<file path="config.mk">
export PLATFORM = sky130hd
export DESIGN_NAME = wake_event_status_capture
export DESIGN_NICKNAME = d
export VERILOG_FILES = /design/src/rtl/wake_event_pkg.sv /design/src/rtl/event_delay_timer.sv /design/src/rtl/wake_event_status_capture.sv
export SDC_FILE = /design/constraint.sdc
export NUM_CORES = 1
export LEC_CHECK = 0
export CAP_MARGIN = 20
export CORE_UTILIZATION = 60
export CTS_BUF_LIST = sky130_fd_sc_hd__clkbuf_2 sky130_fd_sc_hd__clkbuf_4 sky130_fd_sc_hd__clkbuf_8
export DETAILED_ROUTE_END_ITERATION = 10
export DONT_BUFFER_PORTS = 1
export GPL_TIMING_DRIVEN = 1
export PLACE_DENSITY = 0.75
export SYNTH_ARGS = -nofsm -noshare
export SYNTH_HDL_FRONTEND = slang
export SYNTH_HIERARCHICAL = 1
export SYNTH_SLANG_ARGS = --single-unit
</file>
<file path="constraint.sdc">
create_clock -name ref_clk -period 4.2 [get_ports ref_clk]
set_input_delay 0.42 -clock ref_clk [delete_from_list [all_inputs] [get_ports ref_clk]]
set_output_delay 0.42 -clock ref_clk [all_outputs]
set_load 0.01 [all_outputs]
</file>
<file path="src/rtl/wake_event_pkg.sv">
// package of register offsets, field positions, reset values and timing
// assumes a single 100 MHz clock domain shared by all users
package wake_event_pkg;

    localparam logic [6:0] sys_enable_addr = 7'h04;
    localparam logic [6:0] trx_enable_addr = 7'h23;
    localparam logic [6:0] wake_enable_addr = 7'h4c;
    localparam logic [6:0] summary_addr = 7'h60;
    localparam logic [6:0] sys_flags_addr = 7'h61;
    localparam logic [6:0] trx_flags_addr = 7'h63;
    localparam logic [6:0] wake_flags_addr = 7'h64;

    // summary register bits
    localparam int sum_sys_bit = 0;
    localparam int sum_trx_bit = 2;
    localparam int sum_wake_bit = 3;

    // system flags / enables
    localparam int startup_bit = 4;
    localparam int overheat_bit = 2;
    localparam int serial_fault_bit = 1;
    localparam logic [7:0] sys_flag_mask = 8'h16;
    localparam logic [7:0] sys_enable_mask = 8'h06;

    // transceiver flags / enables
    localparam int frame_err_bit = 5;
    localparam int silence_bit = 4;
    localparam int bus_fail_bit = 1;
    localparam int bus_wake_bit = 0;
    localparam logic [7:0] trx_flag_mask = 8'h33;
    localparam logic [7:0] trx_enable_mask = 8'h13;

    // wake pin flags / enables
    localparam int rise_bit = 1;
    localparam int fall_bit = 0;
    localparam logic [7:0] wake_mask = 8'h03;

    localparam logic [7:0] enable_reset = 8'h00;
    localparam logic [7:0] flags_reset = 8'h00;

    // transceiver mode field value that arms the supply undervoltage failure
    localparam logic [1:0] trx_mode_active_uv = 2'b01;

    // event delay timer
    localparam int clk_period_ns = 10;
    localparam int event_delay_us = 1;
    localparam int event_delay_cycles = (event_delay_us * 1000) / clk_period_ns;

    typedef struct packed {
        logic overheat;
        logic serial_fault;
        logic frame_error;
        logic bus_silence;
        logic txd_clamped;
        logic supply_uv;
        logic bus_wake;
        logic wake_pin;
    } event_in_t;

    typedef struct packed {
        logic wr;
        logic rd;
        logic [6:0] addr;
        logic [7:0] wdata;
    } reg_req_t;

endpackage : wake_event_pkg

</file>
<file path="src/rtl/event_delay_timer.sv">
// delay timer that holds off the receive-pin event signal
// assumes restart pulses and clock enable on ref_clk
`timescale 1ns/100ps
module event_delay_timer
    import wake_event_pkg::*;
#(
    parameter int delay_cycles = event_delay_cycles
)
(
    input wire logic ref_clk,
    input wire logic rstn,
    input wire logic clk_en,
    input wire logic restart,
    output logic running
);
    localparam int cw = $clog2(delay_cycles + 1);

    logic [cw-1:0] count_ff;

    if (delay_cycles < 1)
    begin : g_bad_delay
        $error("delay_cycles must be at least one");
    end

    always_ff @(posedge ref_clk)
    begin
        if (!rstn)
            count_ff <= '0;
        else if (clk_en)
        begin
            if (restart)
                count_ff <= cw'(delay_cycles);
            else if (count_ff != '0)
                count_ff <= count_ff - 1'b1;
        end
    end

    assign running = (count_ff != '0);

endmodule : event_delay_timer

</file>
<file path="src/rtl/wake_event_status_capture.sv">
// event capture, event status flags, global summary and receive-pin signal
// assumes a byte register port fed by the serial front end on ref_clk;
// event inputs are single-cycle or level detections synchronous to ref_clk
`timescale 1ns/100ps
module wake_event_status_capture
    import wake_event_pkg::*;
#(
    parameter int delay_cycles = event_delay_cycles
)
(
    input wire logic ref_clk,
    input wire logic rstn,
    input wire logic clk_en,
    input wire reg_req_t reg_req,
    output logic [7:0] reg_rdata,
    input wire event_in_t events,
    input wire logic startup_done,
    input wire logic uv_forced_sleep,
    input wire logic normal_mode,
    input wire logic trx_active,
    input wire logic [1:0] transceiver_mode_field,
    input wire logic trx_offline,
    input wire logic wake_pin_level,
    output logic rxd_event_n,
    output logic [7:0] summary_ff
);
    logic [7:0] sys_en_ff;
    logic [7:0] trx_en_ff;
    logic [7:0] wake_en_ff;
    logic [7:0] sys_flags_ff;
    logic [7:0] trx_flags_ff;
    logic [7:0] wake_flags_ff;
    logic wake_pin_ff;
    logic wake_pin_seen_ff;
    logic startup_seen_ff;
    logic [7:0] sys_set;
    logic [7:0] trx_set;
    logic [7:0] wake_set;
    logic [7:0] sys_clr;
    logic [7:0] trx_clr;
    logic [7:0] wake_clr;
    logic [7:0] nxt_sys_flags;
    logic [7:0] nxt_trx_flags;
    logic [7:0] nxt_wake_flags;
    logic [7:0] nxt_summary;
    logic [7:0] nxt_rdata;
    logic any_clear;
    logic any_pending;
    logic timer_running;
    logic startup_pulse;
    logic bus_fail_event;
    logic wake_rise;
    logic wake_fall;

    if (delay_cycles < 1)
    begin : g_bad_delay
        $error("delay_cycles must be at least one");
    end

    // enable registers
    always_ff @(posedge ref_clk)
    begin
        if (!rstn)
        begin
            sys_en_ff <= enable_reset;
            trx_en_ff <= enable_reset;
            wake_en_ff <= enable_reset;
        end
        else if (clk_en && reg_req.wr)
        begin
            if (reg_req.addr == sys_enable_addr)
                sys_en_ff <= reg_req.wdata & sys_enable_mask;
            else if (reg_req.addr == trx_enable_addr)
                trx_en_ff <= reg_req.wdata & trx_enable_mask;
            else if (reg_req.addr == wake_enable_addr)
                wake_en_ff <= reg_req.wdata & wake_mask;
        end
    end

    // wake pin edge detection and one-shot startup marker
    always_ff @(posedge ref_clk)
    begin
        if (!rstn)
        begin
            wake_pin_ff <= 1'b0;
            wake_pin_seen_ff <= 1'b0;
            startup_seen_ff <= 1'b0;
        end
        else if (clk_en)
        begin
            wake_pin_ff <= wake_pin_level;
            wake_pin_seen_ff <= 1'b1;
            if (startup_done)
                startup_seen_ff <= 1'b1;
        end
    end

    assign startup_pulse = startup_done && !startup_seen_ff;
    assign wake_rise = wake_pin_seen_ff && wake_pin_level && !wake_pin_ff;
    assign wake_fall = wake_pin_seen_ff && !wake_pin_level && wake_pin_ff;
    assign bus_fail_event = normal_mode && trx_active && (events.txd_clamped
        || (events.supply_uv && transceiver_mode_field == trx_mode_active_uv));

    always_comb
    begin
        sys_set = 8'h00;
        trx_set = 8'h00;
        wake_set = 8'h00;
        sys_set[startup_bit] = startup_pulse;
        sys_set[overheat_bit] = events.overheat && sys_en_ff[overheat_bit];
        sys_set[serial_fault_bit] = events.serial_fault
            && sys_en_ff[serial_fault_bit];
        trx_set[frame_err_bit] = events.frame_error;
        trx_set[silence_bit] = events.bus_silence && trx_en_ff[silence_bit];
        trx_set[bus_fail_bit] = bus_fail_event && trx_en_ff[bus_fail_bit];
        trx_set[bus_wake_bit] = events.bus_wake && trx_en_ff[bus_wake_bit];
        wake_set[rise_bit] = wake_rise && wake_en_ff[rise_bit];
        wake_set[fall_bit] = wake_fall && wake_en_ff[fall_bit];
    end

    always_comb
    begin
        sys_clr = 8'h00;
        trx_clr = 8'h00;
        wake_clr = 8'h00;
        if (reg_req.wr)
        begin
            if (reg_req.addr == sys_flags_addr)
                sys_clr = reg_req.wdata & sys_flag_mask;
            else if (reg_req.addr == trx_flags_addr)
                trx_clr = reg_req.wdata & trx_flag_mask;
            else if (reg_req.addr == wake_flags_addr)
                wake_clr = reg_req.wdata & wake_mask;
        end
    end

    // set wins over a written clear in the same cycle; forced sleep clears all flags over both
    always_comb
    begin
        nxt_sys_flags = ((sys_flags_ff & ~sys_clr) | sys_set) & sys_flag_mask;
        nxt_trx_flags = ((trx_flags_ff & ~trx_clr) | trx_set) & trx_flag_mask;
        nxt_wake_flags = ((wake_flags_ff & ~wake_clr) | wake_set) & wake_mask;
        if (uv_forced_sleep)
        begin
            nxt_sys_flags = 8'h00;
            nxt_trx_flags = 8'h00;
            nxt_wake_flags = 8'h00;
        end
    end

    always_ff @(posedge ref_clk)
    begin
        if (!rstn)
        begin
            sys_flags_ff <= flags_reset;
            trx_flags_ff <= flags_reset;
            wake_flags_ff <= flags_reset;
        end
        else if (clk_en)
        begin
            sys_flags_ff <= nxt_sys_flags;
            trx_flags_ff <= nxt_trx_flags;
            wake_flags_ff <= nxt_wake_flags;
        end
    end

    // summary follows the flag registers; registered copy for the port
    always_comb
    begin
        nxt_summary = 8'h00;
        nxt_summary[sum_sys_bit] = |sys_flags_ff;
        nxt_summary[sum_trx_bit] = |trx_flags_ff;
        nxt_summary[sum_wake_bit] = |wake_flags_ff;
    end

    always_ff @(posedge ref_clk)
    begin
        if (!rstn)
            summary_ff <= 8'h00;
        else if (clk_en)
            summary_ff <= {nxt_summary[7:4], nxt_summary[3:0]};
    end

    // register read data, unmapped addresses read zero
    always_comb
    begin
        if (reg_req.addr == sys_enable_addr)
            nxt_rdata = sys_en_ff;
        else if (reg_req.addr == trx_enable_addr)
            nxt_rdata = trx_en_ff;
        else if (reg_req.addr == wake_enable_addr)
            nxt_rdata = wake_en_ff;
        else if (reg_req.addr == summary_addr)
            nxt_rdata = nxt_summary;
        else if (reg_req.addr == sys_flags_addr)
            nxt_rdata = sys_flags_ff;
        else if (reg_req.addr == trx_flags_addr)
            nxt_rdata = trx_flags_ff;
        else if (reg_req.addr == wake_flags_addr)
            nxt_rdata = wake_flags_ff;
        else
            nxt_rdata = 8'h00;
    end

    always_ff @(posedge ref_clk)
    begin
        if (!rstn)
            reg_rdata <= 8'h00;
        else if (clk_en && reg_req.rd)
            reg_rdata <= nxt_rdata;
    end

    // receive pin event signalling with hold-off timer
    assign any_clear = clk_en && (|(sys_clr & sys_flags_ff)
        || |(trx_clr & trx_flags_ff) || |(wake_clr & wake_flags_ff));
    assign any_pending = |nxt_sys_flags || |nxt_trx_flags || |nxt_wake_flags;

    event_delay_timer #(
        .delay_cycles(delay_cycles)
    ) u_delay (
        .ref_clk(ref_clk),
        .rstn(rstn),
        .clk_en(clk_en),
        .restart(any_clear),
        .running(timer_running)
    );

    always_ff @(posedge ref_clk)
    begin
        if (!rstn)
            rxd_event_n <= 1'b1;
        else if (clk_en)
        begin
            if (any_clear || timer_running)
                rxd_event_n <= 1'b1;
            else
                rxd_event_n <= !(trx_offline && any_pending);
        end
    end

    a_clear_takes: assert property (@(posedge ref_clk) disable iff (!rstn)
        clk_en && reg_req.wr && reg_req.addr == wake_flags_addr
        && reg_req.wdata[fall_bit] && !wake_set[fall_bit]
        |=> !wake_flags_ff[fall_bit])
        else $error("written one did not clear flag");
    a_zero_keeps: assert property (@(posedge ref_clk) disable iff (!rstn)
        clk_en && reg_req.wr && reg_req.addr == sys_flags_addr
        && !reg_req.wdata[overheat_bit] && sys_flags_ff[overheat_bit]
        && !uv_forced_sleep |=> sys_flags_ff[overheat_bit])
        else $error("written zero changed a flag");
    a_wake_summary: assert property (@(posedge ref_clk) disable iff (!rstn)
        clk_en |=> summary_ff[sum_wake_bit] == $past(|wake_flags_ff))
        else $error("wake summary mismatch");
    a_trx_summary: assert property (@(posedge ref_clk) disable iff (!rstn)
        clk_en |=> summary_ff[sum_trx_bit] == $past(|trx_flags_ff))
        else $error("transceiver summary mismatch");
    a_sys_summary: assert property (@(posedge ref_clk) disable iff (!rstn)
        clk_en |=> summary_ff[sum_sys_bit] == $past(|sys_flags_ff))
        else $error("system summary mismatch");
    a_sum_reserved: assert property (@(posedge ref_clk) disable iff (!rstn)
        summary_ff[7:4] == 4'h0 && !summary_ff[1])
        else $error("summary reserved bits set");
    a_startup_once: assert property (@(posedge ref_clk) disable iff (!rstn)
        clk_en && startup_done && !startup_seen_ff && !uv_forced_sleep
        |=> sys_flags_ff[startup_bit])
        else $error("startup flag not set");
    a_uv_clears: assert property (@(posedge ref_clk) disable iff (!rstn)
        clk_en && uv_forced_sleep |=> !sys_flags_ff[startup_bit])
        else $error("startup flag survived forced sleep");
    a_overheat_set: assert property (@(posedge ref_clk) disable iff (!rstn)
        clk_en && events.overheat && sys_en_ff[overheat_bit] && !uv_forced_sleep
        |=> sys_flags_ff[overheat_bit])
        else $error("overheat warning not captured");
    a_serial_set: assert property (@(posedge ref_clk) disable iff (!rstn)
        clk_en && events.serial_fault && sys_en_ff[serial_fault_bit] && !uv_forced_sleep
        |=> sys_flags_ff[serial_fault_bit])
        else $error("serial fault not captured");
    a_flag_reserved: assert property (@(posedge ref_clk) disable iff (!rstn)
        (sys_flags_ff & ~sys_flag_mask) == 8'h00
        && (trx_flags_ff & ~trx_flag_mask) == 8'h00
        && (wake_flags_ff & ~wake_mask) == 8'h00)
        else $error("reserved flag bit set");
    a_silence_set: assert property (@(posedge ref_clk) disable iff (!rstn)
        clk_en && events.bus_silence && trx_en_ff[silence_bit] && !uv_forced_sleep
        |=> trx_flags_ff[silence_bit])
        else $error("bus silence not captured");
    a_bus_fail_gate: assert property (@(posedge ref_clk) disable iff (!rstn)
        clk_en && !(normal_mode && trx_active) && !trx_flags_ff[bus_fail_bit]
        |=> !trx_flags_ff[bus_fail_bit])
        else $error("bus failure captured outside normal active mode");
    a_bus_wake_set: assert property (@(posedge ref_clk) disable iff (!rstn)
        clk_en && events.bus_wake && trx_en_ff[bus_wake_bit] && !uv_forced_sleep
        |=> trx_flags_ff[bus_wake_bit])
        else $error("bus wake-up not captured");
    a_rise_capture: assert property (@(posedge ref_clk) disable iff (!rstn)
        clk_en && wake_pin_seen_ff && wake_pin_level && !wake_pin_ff
        && wake_en_ff[rise_bit] && !uv_forced_sleep
        |=> wake_flags_ff[rise_bit])
        else $error("wake pin rising edge not captured");
    a_fall_capture: assert property (@(posedge ref_clk) disable iff (!rstn)
        clk_en && wake_pin_seen_ff && !wake_pin_level && wake_pin_ff
        && wake_en_ff[fall_bit] && !uv_forced_sleep
        |=> wake_flags_ff[fall_bit])
        else $error("wake pin falling edge not captured");
    a_enable_reserved: assert property (@(posedge ref_clk) disable iff (!rstn)
        (sys_en_ff & ~sys_enable_mask) == 8'h00
        && (trx_en_ff & ~trx_enable_mask) == 8'h00
        && (wake_en_ff & ~wake_mask) == 8'h00)
        else $error("reserved enable bit set");
    a_enable_gates: assert property (@(posedge ref_clk) disable iff (!rstn)
        clk_en && !trx_en_ff[silence_bit] && !trx_flags_ff[silence_bit]
        |=> !trx_flags_ff[silence_bit])
        else $error("disabled event captured");
    a_frame_always: assert property (@(posedge ref_clk) disable iff (!rstn)
        clk_en && events.frame_error && !uv_forced_sleep
        |=> trx_flags_ff[frame_err_bit])
        else $error("frame error not captured");
    a_event_signal: assert property (@(posedge ref_clk) disable iff (!rstn)
        clk_en && trx_offline && !any_clear && !timer_running && any_pending
        |=> !rxd_event_n)
        else $error("pending event not signalled");
    a_idle_high: assert property (@(posedge ref_clk) disable iff (!rstn)
        clk_en && !trx_offline |=> rxd_event_n)
        else $error("receive pin low while online");
    a_clear_release: assert property (@(posedge ref_clk) disable iff (!rstn)
        any_clear |=> rxd_event_n ##1 rxd_event_n)
        else $error("receive pin not released after clear");
    a_timer_holds: assert property (@(posedge ref_clk) disable iff (!rstn)
        timer_running |=> rxd_event_n)
        else $error("receive pin low while delay timer runs");

endmodule : wake_event_status_capture

</file>
* Word level (Yosys, flattened, before mapping)
Index checks and enable logic that the tools add are counted.
** Word-level totals
- Register bits after elaboration :: 42
- Output and inout port bits :: 17
** Operators by class
- Bitwise logic cells :: 14
- Mux-type cells :: 22
- Reductions and logical operators :: 45
- Eq/ne operators :: 8
- Add/sub/neg operators :: 1
** Operator list (count)
- OR reduction 8 bit :: 9
- 2-to-1 mux 6 bit :: 6
- == test 7 bit, second input constant :: 5
- 2-to-1 mux 8 bit :: 4
- logical AND 1 bit :: 19
- 2-to-1 mux 5 bit :: 3
- 2-to-1 mux 7 bit :: 2
- bitwise AND 6 bit :: 2
- 2-to-1 mux 2 bit :: 6
- bitwise AND 5 bit :: 2
- == test 7 x 3 -> 1 bit, second input constant :: 1
- == test 7 x 6 -> 1 bit, second input constant :: 1
- nonzero test 7 bit :: 1
- subtractor 7 x 1 -> 7 bit, second input constant :: 1
- logical OR 1 bit :: 6
- NOT 6 bit :: 1
- bitwise OR 6 bit :: 1
- AND reduction 2 bit :: 3
- NOT 5 bit :: 1
- bitwise OR 5 bit :: 1
- bitwise AND 2 bit :: 2
- logical NOT 1 bit :: 4
- AND reduction 4 bit :: 1
- AND reduction 3 bit :: 1
- 6 further kinds :: 7

* Logic depth before layout (Yosys ltp)
Gate-level depths: netlist of the first run.
- Depth after elaboration :: 14
- Depth in mapped cells :: 10
- Gate-level depth less buffers :: 9

* Cells and area by module
Netlist of the first run, hierarchy kept.
** By module, submodules not included
- wake_event_status_capture :: times used 1, cells each 209, area an instance 1795.5 um^2
- event_delay_timer :: times used 1, cells each 46, area an instance 375.4 um^2

* Least setup slack after synthesis of the first run
Ideal clock, no wire load.
- Path kind :: in2reg
- Start point :: in reg_req[11] in the netlist's numbering
- End point :: reg u_delay.count_ff[3]
- Path slack :: 2.090 ns
- Library setup time :: 0.120 ns
- Stages on the path :: 10
- Data arrival time :: 1.990 ns
- Path buffers :: 1
- Cell sequence :: buf_6 -> or3b_1 -> nor2_1 -> a22oi_1 -> o21ai_0 -> o21a_1 -> nand2b_1 -> a21oi_1 -> a22oi_1 -> nor2_1
** On the way
- Word-level cells in the longest chain between the ends :: 11
- Elaborated cells on any way between the ends :: 24
- Classes of those cells :: eq/ne: 3; mux: 10; bitwise: 3; reduce/logical: 8
** RTL lines
- start, declared :: RTL line wake_event_status_capture.sv:14 : input wire reg_req_t reg_req,
- == test 7 bit, on equally long branches :: RTL line wake_event_status_capture.sv:132, wake_event_status_capture.sv:130
- 2-to-1 mux 2 bit or 2-to-1 mux 6 bit (tied branches) :: RTL line wake_event_status_capture.sv:132, wake_event_status_capture.sv:130
- 2-to-1 mux 2 bit or 2-to-1 mux 6 bit (tied branches) :: RTL line wake_event_status_capture.sv:130, wake_event_status_capture.sv:128
- 2-to-1 mux 2 bit or 2-to-1 mux 6 bit (tied branches) :: RTL line wake_event_status_capture.sv:128, wake_event_status_capture.sv:126
- 2-to-1 mux 2 bit or bitwise AND 6 bit (tied branches) :: RTL line wake_event_status_capture.sv:126, wake_event_status_capture.sv:215
- bitwise AND 2 bit or OR reduction 8 bit (tied branches) :: RTL line wake_event_status_capture.sv:215 : || |(trx_clr & trx_flags_ff) || |(wake_clr & wake_flags_ff));
- OR reduction 8 bit or logical OR 1 bit (tied branches) :: RTL line wake_event_status_capture.sv:215
- logical OR 1 bit (*) :: RTL line wake_event_status_capture.sv:215
- logical AND 1 bit (*) :: RTL line wake_event_status_capture.sv:214 : assign any_clear = clk_en && (|(sys_clr & sys_flags_ff)
- via any_clear :: RTL line wake_event_status_capture.sv:47 : logic any_clear;
- nonzero test 2 bit (no line)
- AND reduction 2 bit (no line)
- end signal, assigned :: RTL line event_delay_timer.sv:32 : count_ff <= cw'(delay_cycles);
- end signal, assigned :: RTL line event_delay_timer.sv:34 : count_ff <= count_ff - 1'b1;
- end, declared :: RTL line event_delay_timer.sv:18 : logic [cw-1:0] count_ff;
The timed path passes the listed nets; every way through them passes the cells marked *.
A chain may end at the register's enable or synchronous reset.

* Final worst setup path of the first run
- Start point :: in reg_req[12] in the netlist's numbering
- End point :: reg u_delay.count_ff[3]
The elaborated chain is that of the path after synthesis.

==> reports/qor.csv, run 1 <==
metric;value;unit
final-max-slew-violation-count;0;
fillers;301;
p_comb_share;22.3;%
post-cts-setup-buffers;0;
synthToLayoutAreaGrowth;1.15;%
clock_skew;0.00934;ns
syn_inst;255;
reg2reg_depth;8;
fmax;443;MHz
r2r_setup_slack;2.27;ns
r2r-start;sys_flags_ff[1]$_SDFFE_PN0P_;
wire_per_inst;16.9;um
cts_buffers;5;
slew_headroom;58.6;%
finalNonFillerCells;297;
start_util;64.0;%
yosysUniqueCellTypes;60;
die_x;62.2;um
power.switching;0.221;mW
root_buffer;clkbuf_4;
io_pins;53;
hpwlAfterDp;3.68;mm
regArea;721;um^2
hold_class;in2reg;
clkPwrFrac;24.5;%
cts_tree;done;
nNetsFinal;288;
cp.arrival;2.50;ns
finalWirelength;5.03;mm
crit_fanout;11;
tightest_slew;0.617;ns
row_count;21;
clock-sinks;36;
timing.rr.end;u_delay/count_ff[3]$_SDFFE_PN0P_;
gp_congestion;0.852;
grt_max_degree;35;
min_to;wake_pin_seen_ff$_SDFFE_PN0P_;
power_density;335;mW/mm^2
critPathRequiredTime;4.44;ns
cts-hold-fix-buffers;0;
period_minus_slack;2.26;ns
cts_buffer_depth;2;
remaining_drc_errors;0;
dieHeight;62.2;um
rsz0062_at_grt;false;
dieArea;0.00386;mm^2
syn-cell-area;0.00217;mm^2
worstSkewPairLatency;0.34;ns
min_period_over_period;53.7;%
coreArea;0.00339;mm^2
holdCritStartpoint;rstn;
yosysSeqAreaShare;33.2;%
multi_input_comb_area;0.00133;mm^2
drtAntennaViolNets;0;
end_kind;register;
viasPerCell;6.35;
p_leak;0.801;nW
ir_drop;0.254;mV
grt_util_all_layers;27.7;%
drive_gt1_share;7.17;%
grt_pass1_wl;8.45;mm
dr.pass1.iters;4;
dp.cells;290;
synth_seq_cells;36;
setup_viol;0;
totalNegativeSetupSlack;0;ns
cts.clk_slew.worst_paths;0.11;ns
cts-htree-levels;2;
status;completed;
synth_edf_count;0;
critPathKind;in2reg;
grt_overflow;0;
portBuffers;0;
grt_pass1_vias;1855;
route.vias.total;1886;
finalHoldViolations;0;
diodes;0;
cap_violations;0;
power_frac_seq;53.2;%
synth_flop_cell;dfxtp_1;
ctsResizeCount;0;
p_sw_share;30.1;%
drt_iter0_drc;169;
yosysWarnings;6;
internal_power;0.514;mW
synth_async_sr_flop_share;0;%
syn_avg_cell_area;8.51;um^2
start_kind;input pin;
min_path_cells;1;
antenna_found_initial;0;
-- power by group through the flow --
stage	Combinational (mW)	Sequential, mW	Clock (mW)
after CTS	0.164	0.392	0.185
after floorplan	0.158	0.394	0
final	0.164	0.391	0.180
after detailed placement	0.164	0.399	0
after global placement	0.162	0.399	0
after global routing	0.186	0.395	0.196
-- synth_stat cells, types with 2 or more instances --
library cell | instances | area [um^2]
o21a_1 | 4 | 30.0
nor3_2 | 4 | 40.0
a32o_1 | 2 | 20.0
clkbuf_1 | 6 | 22.5
and4b_1 | 4 | 40.0
a221oi_1 | 3 | 26.3
dfxtp_1 | 36 | 721
nor3b_1 | 4 | 30.0
a21oi_1 | 14 | 70.1
nand2_1 | 19 | 71.3
nor4_1 | 3 | 18.8
mux2i_1 | 13 | 130
nand4bb_1 | 2 | 22.5
o211a_1 | 3 | 30.0
nor2b_1 | 17 | 106
inv_1 | 10 | 37.5
nand4b_1 | 2 | 17.5
nand3b_1 | 2 | 15.0
o21ai_1 | 3 | 15.0
nor2_1 | 17 | 63.8
o21ai_0 | 7 | 35.0
nand2b_1 | 6 | 37.5
or4_1 | 2 | 15.0
nor4b_1 | 2 | 17.5
nand3_1 | 6 | 30.0
and3_1 | 3 | 18.8
a22oi_1 | 7 | 52.6
buf_4 | 9 | 67.6
o31ai_1 | 6 | 45.0
a211oi_1 | 3 | 22.5
a21boi_1 | 4 | 30.0
nor3_1 | 4 | 20.0
-- cell families (layout without fill, tap and decap cells) --
family,after synthesis,in the layout,synth area share (%)
AOI/OAI and AO/OA,69,69,22.7
muxes,13,13,5.99
and+or+nand+nor,108,108,30.8
buffers and inverters,27,17,6.57
adders and majority gates,1,1,0.576
other,1,7,0.173
DFF,36,36,33.2
-- area by class of cell --
type	count	share of cell area (%)
multi-input cells	198	60.6
inverters	10	1.71
clock inverters	1	0.228
well taps	46	2.62
clock buffers	6	2.05
flip-flops and latches	36	32.8
-- metrics by stage --
stage	utilization [%]	hold WS (ns)	setup slack (ns)	power, mW	instance area [um^2]
global placement	63.3	0.460	1.61	0.561	2150
finish	64.8	0.191	1.94	0.735	2200
detailed placement	63.3	0.465	1.62	0.563	2150
CTS	64.8	0.185	1.98	0.741	2200
global route	64.8	0.188	1.69	0.777	2200
floorplan	-	0.442	2.09	0.551	2190
-- sequential cells by signal, indices dropped and copies added (netlist names) --
signal            cells
reg_rdata             6
rxd_event_n           1
startup_seen_ff       1
summary_ff            3
sys_en_ff             2
sys_flags_ff          3
trx_en_ff             3
trx_flags_ff          4
u_delay/count_ff      7
wake_en_ff            2
wake_flags_ff         2
wake_pin_ff           1
wake_pin_seen_ff      1
-- critical path, stage by stage --
cell and delay [ns]:
nand4bb_1 0.57, nor4b_1 0.55, o21bai_1 0.13, o21ai_0 0.09, o21a_1 0.26, nand2b_1 0.16, a21oi_1 0.07, a22oi_1 0.19
nor2_1 0.05
-- placed cells by master (no fill, tap or decap), types with 2 or more instances in the layout --
cell type and count:
nor3b_1 4, nor3_1 4, o211a_1 3, nor4b_1 2, a22oi_1 7, nand4b_1 2, a211oi_1 3, a21boi_1 4
inv_1 10, o31ai_1 6, and3_1 3, nor2_1 17, a32o_1 2, o21a_1 4, conb_1 7, nand3_1 6
clkbuf_4 6, nand2_1 19, nor3_2 4, nand3b_1 2, o21ai_1 3, a21oi_1 14, nand4bb_1 2, and4b_1 4
nand2b_1 6, mux2i_1 13, nor4_1 3, a221oi_1 3, or4_1 2, dfxtp_1 36, o21ai_0 7, nor2b_1 17
-- per-layer routing --
layer | vias to the layer above | GRT usage [%] | wire length (um)
met3 | 19 | 8.64 | 475
met1 | 848 | 33.0 | 2110
met5 | - | 0 | 0
li1 | 928 | - | -
met4 | 0 | 14.2 | 158
met2 | 91 | 44.5 | 2290
-- worst max path at each step --
stage	to	slack (ns)	depth (start not counted)	start
finish	u_delay/count_ff[3]$_SDFFE_PN0P_	1.94	9	reg_req[12]
global route	u_delay/count_ff[3]$_SDFFE_PN0P_	1.69	9	reg_req[12]
CTS	u_delay/count_ff[3]$_SDFFE_PN0P_	1.98	9	reg_req[12]
detailed placement	u_delay/count_ff[3]$_SDFFE_PN0P_	1.62	9	reg_req[12]
global placement	u_delay/count_ff[3]$_SDFFE_PN0P_	1.61	9	reg_req[12]
floorplan	u_delay/count_ff[3]$_SDFFE_PN0P_	2.09	10	reg_req[11]
Power figures use the tool's default switching activity.
==> inputs of run 2 (changes only) <==
Clock period 4.2 ns to 2.2 ns, I/O delays scaled along.
==> reports/qor.csv, run 2 (synthesis gave the netlist of run 1 again) <==
metric;value;unit
dpl_cell_area;0.00218;mm^2
diodes;0;
synthToLayoutAreaGrowth;4.96;%
portBuffers;0;
cp.arrival;2.17;ns
cpLargestDelayFamily;compound AO/OA/AOI/OAI gates;
fmax;530;MHz
grt_util_all_layers;29.0;%
coreArea;0.00339;mm^2
path_common_cell;nor2_1;
grt_max_degree;35;
crit_fanout;5;
grt_pass1_wl;8.87;mm
critPathRequiredTime;2.48;ns
worstSkewPairLatency;0.34;ns
reg2reg_depth;8;
viasPerCell;6.47;
final_cell_mix;36 x dfxtp_1, 19 x nand2_1, 17 x nor2_1, 17 x nor2b_1, 14 x a21oi_1;
hpwlAfterDp;3.81;mm
io_pins;53;
gp_congestion;0.916;
nNetsFinal;296;
cts_buffers;5;
min_period_over_period;85.8;%
grt_overflow;0;
end_kind;register;
cap_violations;0;
drt_iter0_drc;177;
ir_drop;0.468;mV
min_path_cells;1;
antenna_found_initial;0;
remaining_drc_errors;0;
cp.buffers_inverters;0;
clock_skew;0.0149;ns
hold_slack;0.00358;ns
start_util;64.0;%
p_leak;0.842;nW
largest_reg_flops;7;
period_minus_slack;1.89;ns
row_count;21;
largest_register;u_delay/count_ff;
max_stage_delay;0.39;ns
cp_slowest_cell;dfxtp_1;
final_common_cell;dfxtp_1;
post-cts-setup-buffers;0;
cp_cell_sequence;a222oi_1 > o22a_1 > nor2_1 > o21a_1 > nand2b_1 > a21oi_1 > a22oi_1 > nor2_1;
timing.critical_path.depth;8;
setup_viol;0;
cts_buffer_depth;2;
rsz0062_at_grt;false;
power_density;650;mW/mm^2
cts.clk_slew.worst_paths;0.11;ns
start_kind;register;
dieHeight;62.2;um
fin_util;67.2;%
wire_per_inst;17.5;um
final-max-slew-violation-count;0;
dr.pass1.iters;5;
cts-htree-levels;2;
finalWirelength;5.33;mm
drive_gt1_share;8.88;%
route.vias.total;1974;
finalHoldViolations;0;
power.total;1.48;mW
status;completed;
cts_tree;done;
drtAntennaViolNets;0;
root_buffer;clkbuf_4;
clock-sinks;36;
hold_class;in2reg;
critPathKind;reg2reg;
fin_area;0.00228;mm^2
totalNegativeSetupSlack;0;ns
dieArea;0.00386;mm^2
die_x;62.2;um
grt_pass1_vias;1912;
reg.largest.list;u_delay/count_ff (7), reg_rdata (6), trx_flags_ff (4);
run 2: timing repair:
item,CTS,global route
hold endpoints to repair,7,2
resized for setup,0,0
hold buffers,2,1
run 2: cell type report:
| class | count | area, um^2 |
|---|---|---|
| Tap cell | 46 | 57.6 |
| Timing Repair Buffer | 8 | 67.6 |
| Inverter | 10 | 37.5 |
| Sequential cell | 36 | 721 |
| Clock buffer | 7 | 65.1 |
| Fill cell | 308 | 1110 |
| Multi-Input combinational cell | 198 | 1330 |
run 2: per-layer routing:
metal	global-route usage [%]	wire length [um]
met1	35.7	2250
met2	46.7	2500
met3	6.99	430
met4	15.4	150
met5	0	0
run 2: report_power, final:
| group | internal [mW] | switching [mW] |
|---|---|---|
| logic | 0.161 | 0.171 |
| clock network | 0.181 | 0.217 |
| registers | 0.696 | 0.0534 |
run 2: worst reg2reg max path, cell delays in order, from the launching register on:
cell and delay [ns]:
dfxtp_1 0.39, a222oi_1 0.36, o22a_1 0.19, nor2_1 0.05
o21a_1 0.22, nand2b_1 0.17, a21oi_1 0.21, a22oi_1 0.13
nor2_1 0.10
run 2: per-stage QoR:
stage | worst slack, ns | cells
2_1_floorplan | 0.290 | 261
3_3_place_gp | 0.260 | 295
3_5_place_dp | 0.217 | 295
4_1_cts | 0.343 | 304
5_1_grt | 0.158 | 305
6_report | 0.312 | 305
run 2: worst paths after layout:
check / startpoint / endpoint / slack (ns)
worst min register to register: startup_seen_ff$_SDFFE_PN0P_ / startup_seen_ff$_SDFFE_PN0P_ / 0.50
worst max register to register: sys_flags_ff[1]$_SDFFE_PN0P_ / u_delay/count_ff[3]$_SDFFE_PN0P_ / 0.31
worst min-delay path: rstn / sys_en_ff[2]$_SDFFE_PN0P_ / 0.004
worst max-delay path: sys_flags_ff[1]$_SDFFE_PN0P_ / u_delay/count_ff[3]$_SDFFE_PN0P_ / 0.31
